$ cat src/include/pni_pkg.sv
// Constants and types shared by the parallel nonvolatile memory host controller
//
// Overview of operation
// 17-bit word address selects one word
// Two low address bits are page column
// One 16-bit two-way data bus
// Write strobe low starts, rising edge commits
// Strobe falling edge takes new column address
// Chip select fall latches full address
// Chip select low: only column bits change
// Device drives bus only with valid data
// Output drive high floats data bus
// Byte selects gate upper and lower lanes
// Byte selects allow byte-wide organisation
// Byte selects may stay low permanently
// Sleep input low enters sleep state
// Host keeps sleep high for accesses
// Read starts on select fall or address
// Write started by select or strobe
// 60 ns access, 90 ns cycle, 30 ns page
// Strobe low: device leaves bus undriven
// Select high for precharge minimum interval
// Row change closes row, precharges automatically
package pni_pkg;

    // ************************************************************
    // Widths
    // ************************************************************
    localparam int ADDR_W = 17;
    localparam int DATA_W = 16;
    localparam int COL_W  = 2;
    localparam int ROW_W  = ADDR_W - COL_W;
    localparam int LANE_W = 8;
    localparam int CNT_W  = 8;
    localparam int SYNC_STAGES = 2;

    // ************************************************************
    // Timing, in ns, and derived clock counts
    // ************************************************************
    localparam int CLK_MHZ      = 100;
    localparam int ACCESS_NS    = 60;
    localparam int CYCLE_NS     = 90;
    localparam int PAGE_NS      = 30;
    localparam int PRECHARGE_NS = 30;    // Plain default, not printed
    localparam int WAKE_NS      = 1000;  // Plain default, not printed

    // Least times round up to whole cycles
    localparam logic [CNT_W-1:0] ACC_CYC  = CNT_W'((ACCESS_NS * CLK_MHZ + 999) / 1000);
    localparam logic [CNT_W-1:0] PAGE_CYC = CNT_W'((PAGE_NS * CLK_MHZ + 999) / 1000);
    localparam logic [CNT_W-1:0] CYC_CYC  = CNT_W'((CYCLE_NS * CLK_MHZ + 999) / 1000);
    localparam logic [CNT_W-1:0] PC_MIN   = CNT_W'((PRECHARGE_NS * CLK_MHZ + 999) / 1000);
    localparam logic [CNT_W-1:0] WAKE_CYC = CNT_W'((WAKE_NS * CLK_MHZ + 999) / 1000);
    // Precharge also stretches so that random cycles meet the cycle time
    localparam logic [CNT_W-1:0] PC_CYC   = (CYC_CYC - ACC_CYC > PC_MIN) ?
                                            CYC_CYC - ACC_CYC : PC_MIN;
    localparam logic [CNT_W-1:0] SYNC_CYC = CNT_W'(SYNC_STAGES);
    localparam logic [CNT_W-1:0] CNT_ONE  = 8'h01;

    // ************************************************************
    // Controller states
    // ************************************************************
    typedef enum logic [2:0] {
        ST_IDLE   = 3'b000,
        ST_SETUP  = 3'b001,
        ST_ACCESS = 3'b010,
        ST_HOLD   = 3'b011,
        ST_OPEN   = 3'b100,
        ST_PRECH  = 3'b101,
        ST_SLEEP  = 3'b110,
        ST_WAKE   = 3'b111
    } pni_state_t;

endpackage : pni_pkg

$ cat src/logic/pni_host.sv
// Host controller driving the parallel nonvolatile memory pins
`timescale 1ns/1ns
`default_nettype none
module pni_host (
    // Clock and reset
    input  wire logic                        clk_sys_i,
    input  wire logic                        rstn_i,
    // Request port
    input  wire logic                        req_i,
    input  wire logic                        write_i,
    input  wire logic                        keep_open_i,
    input  wire logic [pni_pkg::ADDR_W-1:0]  addr_i,
    input  wire logic [pni_pkg::DATA_W-1:0]  wdata_i,
    input  wire logic [1:0]                  byte_en_i,
    input  wire logic                        sleep_i,
    // Answer port
    output var  logic                        ready_o,
    output var  logic                        ack_o,
    output var  logic [pni_pkg::DATA_W-1:0]  rdata_o,
    output var  logic                        asleep_o,
    // Memory pins
    output var  logic [pni_pkg::ADDR_W-1:0]  word_address_lines_o,
    output var  logic                        chip_select_n_o,
    output var  logic                        write_strobe_n_o,
    output var  logic                        output_drive_n_o,
    output var  logic                        upper_byte_select_n_o,
    output var  logic                        lower_byte_select_n_o,
    output var  logic                        sleep_request_n_o,
    input  wire logic [pni_pkg::DATA_W-1:0]  data_lines_i,
    output var  logic [pni_pkg::DATA_W-1:0]  data_lines_o,
    output var  logic [1:0]                  data_lines_oe_o
);

    // ************************************************************
    // State
    // ************************************************************
    typedef struct packed {
        pni_pkg::pni_state_t         state;
        logic [pni_pkg::CNT_W-1:0]   cnt;
        logic                        is_write;
        logic                        keep;
        logic                        ready;
        logic                        ack;
        logic [pni_pkg::DATA_W-1:0]  rdata;
        logic [pni_pkg::ADDR_W-1:0]  addr;
        logic                        cs_n;
        logic                        we_n;
        logic                        oe_n;
        logic                        ub_n;
        logic                        lb_n;
        logic                        sleep_n;
        logic [pni_pkg::DATA_W-1:0]  wdata;
        logic [1:0]                  doe;
    } pni_regs_t;

    pni_regs_t                    cur;
    pni_regs_t                    next_cur;
    logic [pni_pkg::DATA_W-1:0]   data_sync;
    logic                         take;
    logic                         same_row;

    // ************************************************************
    // Pin input synchroniser
    // ************************************************************
    pni_sync #(
        .WIDTH (pni_pkg::DATA_W)
    ) u_data_sync (
        .clk_sys_i (clk_sys_i),
        .rstn_i    (rstn_i),
        .d_i       (data_lines_i),
        .q_o       (data_sync)
    );

    // Request is taken only while ready is shown
    assign take     = req_i && cur.ready;
    assign same_row = (addr_i[pni_pkg::ADDR_W-1:pni_pkg::COL_W]
                       == cur.addr[pni_pkg::ADDR_W-1:pni_pkg::COL_W]);

    // ************************************************************
    // Next-state logic
    // ************************************************************
    always_comb begin
        next_cur     = cur;
        next_cur.ack = 1'b0;
        unique case (cur.state)
            // Bus parked, select high, sleep honoured before any access
            pni_pkg::ST_IDLE: begin
                if (sleep_i) begin
                    next_cur.sleep_n = 1'b0;
                    next_cur.state   = pni_pkg::ST_SLEEP;
                end else if (take) begin
                    next_cur.addr     = addr_i;
                    next_cur.wdata    = wdata_i;
                    next_cur.is_write = write_i;
                    next_cur.keep     = keep_open_i;
                    next_cur.ub_n     = ~byte_en_i[1];
                    next_cur.lb_n     = ~byte_en_i[0];
                    next_cur.state    = pni_pkg::ST_SETUP;
                end
            end
            // Address settled one cycle before the select or strobe edge
            pni_pkg::ST_SETUP: begin
                // Page access when the select is already low
                next_cur.cnt = cur.cs_n ? pni_pkg::ACC_CYC : pni_pkg::PAGE_CYC;
                if (!cur.is_write) begin
                    next_cur.cnt = next_cur.cnt + pni_pkg::SYNC_CYC;
                end
                next_cur.cs_n  = 1'b0;
                next_cur.we_n  = ~cur.is_write;
                next_cur.oe_n  = cur.is_write;
                next_cur.doe   = cur.is_write ? {~cur.ub_n, ~cur.lb_n} : 2'b00;
                next_cur.state = pni_pkg::ST_ACCESS;
            end
            // Wait out the access time, plus synchroniser delay for reads
            pni_pkg::ST_ACCESS: begin
                next_cur.cnt = cur.cnt - pni_pkg::CNT_ONE;
                if (cur.cnt == pni_pkg::CNT_ONE) begin
                    if (cur.is_write) begin
                        next_cur.we_n  = 1'b1;
                        next_cur.state = pni_pkg::ST_HOLD;
                    end else begin
                        // Lanes not selected float, so keep them zero
                        next_cur.rdata = data_sync & {{pni_pkg::LANE_W{~cur.ub_n}},
                                                      {pni_pkg::LANE_W{~cur.lb_n}}};
                        next_cur.ack   = 1'b1;
                        next_cur.oe_n  = 1'b1;
                        if (cur.keep) begin
                            next_cur.state = pni_pkg::ST_OPEN;
                        end else begin
                            next_cur.cs_n  = 1'b1;
                            next_cur.cnt   = pni_pkg::PC_CYC;
                            next_cur.state = pni_pkg::ST_PRECH;
                        end
                    end
                end
            end
            // Data held one cycle past the strobe's rising edge
            pni_pkg::ST_HOLD: begin
                next_cur.doe = 2'b00;
                next_cur.ack = 1'b1;
                if (cur.keep) begin
                    next_cur.state = pni_pkg::ST_OPEN;
                end else begin
                    next_cur.cs_n  = 1'b1;
                    next_cur.cnt   = pni_pkg::PC_CYC;
                    next_cur.state = pni_pkg::ST_PRECH;
                end
            end
            // Row open with select low; same-row requests change the column only
            pni_pkg::ST_OPEN: begin
                if (sleep_i || (take && !same_row)) begin
                    // Close the row ourselves rather than lean on the auto precharge
                    next_cur.cs_n  = 1'b1;
                    next_cur.cnt   = pni_pkg::PC_CYC;
                    next_cur.state = pni_pkg::ST_PRECH;
                end else if (take) begin
                    next_cur.addr[pni_pkg::COL_W-1:0] = addr_i[pni_pkg::COL_W-1:0];
                    next_cur.wdata    = wdata_i;
                    next_cur.is_write = write_i;
                    next_cur.keep     = keep_open_i;
                    next_cur.ub_n     = ~byte_en_i[1];
                    next_cur.lb_n     = ~byte_en_i[0];
                    next_cur.state    = pni_pkg::ST_SETUP;
                end
            end
            // Select held high for the precharge interval
            pni_pkg::ST_PRECH: begin
                next_cur.cnt = cur.cnt - pni_pkg::CNT_ONE;
                if (cur.cnt == pni_pkg::CNT_ONE) begin
                    next_cur.state = pni_pkg::ST_IDLE;
                end
            end
            // Sleep pin low until the request drops
            pni_pkg::ST_SLEEP: begin
                if (!sleep_i) begin
                    next_cur.sleep_n = 1'b1;
                    next_cur.cnt     = pni_pkg::WAKE_CYC;
                    next_cur.state   = pni_pkg::ST_WAKE;
                end
            end
            // No access until the wake delay has passed
            pni_pkg::ST_WAKE: begin
                next_cur.cnt = cur.cnt - pni_pkg::CNT_ONE;
                if (cur.cnt == pni_pkg::CNT_ONE) begin
                    next_cur.state = pni_pkg::ST_IDLE;
                end
            end
        endcase
        // Ready never overlaps the answer, so a held request is not taken twice
        next_cur.ready = !next_cur.ack && !sleep_i &&
                         ((next_cur.state == pni_pkg::ST_IDLE) ||
                          (next_cur.state == pni_pkg::ST_OPEN));
    end

    // ************************************************************
    // State register
    // ************************************************************
    always_ff @(posedge clk_sys_i or negedge rstn_i) begin
        if (!rstn_i) begin
            cur          <= '0;
            cur.state    <= pni_pkg::ST_IDLE;
            cur.cs_n     <= 1'b1;
            cur.we_n     <= 1'b1;
            cur.oe_n     <= 1'b1;
            cur.ub_n     <= 1'b1;
            cur.lb_n     <= 1'b1;
            cur.sleep_n  <= 1'b1;
        end else begin
            cur <= next_cur;
        end
    end

    // ************************************************************
    // Outputs straight from flops, asleep_o through an inverter on the sleep flop
    // ************************************************************
    assign ready_o               = cur.ready;
    assign ack_o                 = cur.ack;
    assign rdata_o               = cur.rdata;
    assign asleep_o              = ~cur.sleep_n;
    assign word_address_lines_o  = cur.addr;
    assign chip_select_n_o       = cur.cs_n;
    assign write_strobe_n_o      = cur.we_n;
    assign output_drive_n_o      = cur.oe_n;
    assign upper_byte_select_n_o = cur.ub_n;
    assign lower_byte_select_n_o = cur.lb_n;
    assign sleep_request_n_o     = cur.sleep_n;
    assign data_lines_o          = cur.wdata;
    assign data_lines_oe_o       = cur.doe;

endmodule : pni_host
`default_nettype wire

$ cat src/logic/pni_sync.sv
// Two-stage synchroniser for pin inputs
`timescale 1ns/1ns
`default_nettype none
module pni_sync #(
    parameter int WIDTH = 16
) (
    // Clock and reset
    input  wire logic             clk_sys_i,
    input  wire logic             rstn_i,
    // Data
    input  wire logic [WIDTH-1:0] d_i,
    output var  logic [WIDTH-1:0] q_o
);

    logic [WIDTH-1:0] meta;

    // First stage feeds only the second stage
    always_ff @(posedge clk_sys_i or negedge rstn_i) begin
        if (!rstn_i) begin
            meta <= '0;
            q_o  <= '0;
        end else begin
            meta <= d_i;
            q_o  <= meta;
        end
    end

endmodule : pni_sync
`default_nettype wire
$ cat config.mk
export PLATFORM = sky130hd
export DESIGN_NAME = pni_host
export DESIGN_NICKNAME = d
export VERILOG_FILES = /design/src/include/pni_pkg.sv /design/src/logic/pni_host.sv /design/src/logic/pni_sync.sv
export SDC_FILE = /design/constraint.sdc
export NUM_CORES = 1
export LEC_CHECK = 0
export ABC_AREA = 0
export BUFFER_PORTS_ARGS = -buffer_cell sky130_fd_sc_hd__buf_4
export CAP_MARGIN = 10
export CORE_MARGIN = 2
export CORE_UTILIZATION = 55
export CTS_BUF_LIST = sky130_fd_sc_hd__clkbuf_2 sky130_fd_sc_hd__clkbuf_4 sky130_fd_sc_hd__clkbuf_8
export DETAILED_ROUTE_END_ITERATION = 16
export GPL_TIMING_DRIVEN = 1
export PLACE_DENSITY = 0.85
export SETUP_SLACK_MARGIN = 0.15
export SLEW_MARGIN = 20
export SYNTH_ARGS = -nofsm -noshare
export SYNTH_HDL_FRONTEND = slang
export SYNTH_SLANG_ARGS = --single-unit
export TNS_END_PERCENT = 5
$ cat constraint.sdc
create_clock -name clk_sys_i -period 2.6 [get_ports clk_sys_i]
set_input_delay 0.39 -clock clk_sys_i [delete_from_list [all_inputs] [get_ports clk_sys_i]]
set_output_delay 0.39 -clock clk_sys_i [all_outputs]
set_load 0.005 [all_outputs]
==> impl_results.md <==
* Flop-to-flop setup slack at 0.31 ns
* Synth Area in XOR/XNOR at 0.0281
* Pre-CTS WS at 0.125 ns
* Final WL at 9100 µm
* Arr. time, crit path at 2.53 ns
* Post-synth EDFFs at 0
* Final Hold Fails at 0
* Tcrit/Tclk final at 0.882
* Hold buffers post-CTS at 0
* Clk root buf: clkbuf_8
* Core area at 0.00822 mm²
* Max_cap viols at 0
* Total track usage at 0.211
* Adder-cell area share of the yosys netlist at 0.00802
* Cell taking the most area after synthesis: dfrtp_1
* First-pass GRT wire length at 14900 µm
* Met3 usage at 0.0360
* RR Startpoint: word_address_lines_o[7]
* Antenna-violating nets left at 0
* Die W at roughly 96 µm
* Crit path max fanout at 7
* Syn_nets at 463
* DP Area at 0.00528 mm²
* Fin nets at 533
* GPL Wtd Cong at 0.855
* Clk sinks at 104
* Slew HR at 0.484
* Post-synthesis mux area share at 0.0930
* Post-synthesis compound-gate area fraction at 0.108
* Die ar. at 0.00927 mm²
* Min-delay worst type: in2async
* Setup TNS at 0 ns
* RSZ-0062 raised after global routing: yes
* Buffers on Ports at 116
* Cells after synthesis at 403
* Critical path type: reg2reg
* Synth Warn # at 0
* Cell Pwr Density at 822 mW/mm²
* Layer with the highest usage: met2
* Register-to-Register Path Depth at 6
* F_max at 436 MHz
* Finished Cell Area at 0.00547 mm²
* Asr flop ratio synth at 1.00
* Antenna fix cells at 0
* Drt first pass iters at 5
* Syn avg cell area at 11.6 µm²
* Status: completed
* Via-to-Cell Ratio at 5.38
* Setup slack after layout at 0.307 ns
* Area grow syn2layout at 16.7%
* Top area cells in the synthesized netlist: dfrtp_1 (52%), mux2_2 (8.7%), buf_4 (8.2%), nand2_1 (4.5%), dfstp_2 (3.4%)
* Most common cell after layout, fill and taps aside: buf_4
* Max Clock Skew at approximately 0.0098 ns
* Largest family of logic cells by synthesized area: buffers and inverters
* Num CTS Buffers at 9
* #FFs+latches synth at 104
* Routing usage on met1 at 0.270
* Worst-path clk slew at 0.10 ns
* Fillers at roughly 630
* CTS resizes at 0
* CTS tree: built
* Final Max Tran Viols at 0
* GR Layer Usage met2 at 0.354
* Die Y at 96.3 µm
* LEAKAGE at 0.00273 µW
* Synthesized area at 0.00468 mm²
* Clk Latency, worst-skew pair at between 0.3 and 0.4 ns
* Peak VDD IR at 461 µV
* Cell variety after synth at 51
* Critical Path RT at roughly 2.8 ns
* Reg2reg end: cur[62]
* Worst Tran Pin Value at 0.771 ns
* Minimum clock period at between 2 and 2.5 ns
* Post-Synth Simple-Gate Area at 0.0927
* Antenna violations before repair at 0
* Most frequent cells in the layout: buf_4 (124), dfrtp_1 (98), nand2_1 (56)
* Routed WL per cell at 15.6 µm
* Post-synth top area share at 0.524
* Crit end category: register
* Setup violations, final at 0
* Placed wire-length estimate at 6700 µm
* Register area share after synthesis at 0.557
* Overflow after GRT at 0
* Initial DRC Count at 145
* Top_reg_cell synth: dfrtp_1
* Worst Setup Start Kind: register
* Final hold slack at 0.0516 ns
* Ports at 117
* FP Rows at 33
* Via count at between 3000 and 4000
* Drt drc at 0
* Initial Util at 0.570
* Vias in the first global route at 3165
* Largest net degree at the start of global routing at 54
* Post-CTS Setup Inserts at 0
* H-tree level count at 3
* Deepest clock path buffer count at 2
* Layout cells sized above 1 at 0.423
## critical path, cell delays in order (launching register included)
cell	delay (ns)
dfrtp_1	0.42
xor2_1	0.17
nor4_1	0.40
nand4_1	0.25
nor2_4	0.23
o21a_1	0.33
mux2_2	0.37
## cell families (layout without fill, tap and decap cells)
family,Yosys count,count (layout)
multiplexers,39,39
XOR/XNOR,15,15
adder cells (fa/ha/maj),3,3
flip-flops,104,104
buffers and inverters,77,151
AND/OR/NAND/NOR,94,94
AO/OA/AOI/OAI,71,71
## per-stage QoR
stage,total power [µW],util,std cells
after detailed placement,3590,0.642,567
after global routing,4790,0.665,582
after global placement,3520,0.642,567
after floorplan,3110,-,403
final,4490,0.665,582
after CTS,4500,0.664,582
## cells in the mapped netlist (3+ instances only)
library cell	number
mux2i_1	3
nor3_1	6
o22ai_1	5
o31ai_1	3
buf_2	7
and3_1	3
ha_1	3
nand2_1	56
o221ai_1	3
a31oi_1	3
inv_1	9
clkbuf_1	4
xor2_1	12
o21ai_0	12
o21ai_2	15
a21oi_1	11
nor2_1	12
buf_4	51
dfrtp_1	98
nor4_1	4
mux2_2	36
dfstp_2	6
buf_6	3
xnor2_1	3
## registers in the layout, indices dropped and copies added (netlist names)
signal and cells:
word_address_lines_o 17, data_lines_o 16, rdata_o 16, u_data_sync.meta 16
u_data_sync.q_o 16, cur 13, data_lines_oe_o 2, ack_o 1
chip_select_n_o 1, lower_byte_select_n_o 1, output_drive_n_o 1, ready_o 1
sleep_request_n_o 1, upper_byte_select_n_o 1, write_strobe_n_o 1
## power breakdown
group          internal [µW]  switching [µW]
logic                    714             764
clock network            357             560
registers               1880             218
total                   2950            1540
## worst max path at each step
stage                             to  slack, ns               startpoint
global placement     data_lines_o[3]       0.21                addr_i[2]
finish                       cur[62]       0.31  word_address_lines_o[7]
detailed placement  data_lines_o[13]       0.13                addr_i[3]
floorplan                 rdata_o[2]       0.68                  cur[62]
global route              rdata_o[2]       0.15                  cur[62]
CTS                 data_lines_o[12]       0.20  word_address_lines_o[3]
## layout make-up
cell class	instances	area, µm²	area share
Clock inverter	6	51.3	0.00939
Inverter	11	41.3	0.00755
Clock buffer	9	124	0.0227
Sequential cell	104	2610	0.478
Multi-Input combinational cell	222	1560	0.285
Timing Repair Buffer	125	951	0.174
Tap cell	105	131	0.0240
## routing by layer
| metal | part of all wire | up-vias | wire length (µm) |
|---|---|---|---|
| met5 | 0 | - | 0 |
| met1 | 0.40 | 1510 | 3650 |
| met4 | 0.018 | 0 | 166 |
| li1 | - | 1474 | - |
| met2 | 0.51 | 134 | 4670 |
| met3 | 0.067 | 13 | 607 |
Power figures use the tool's default switching activity.
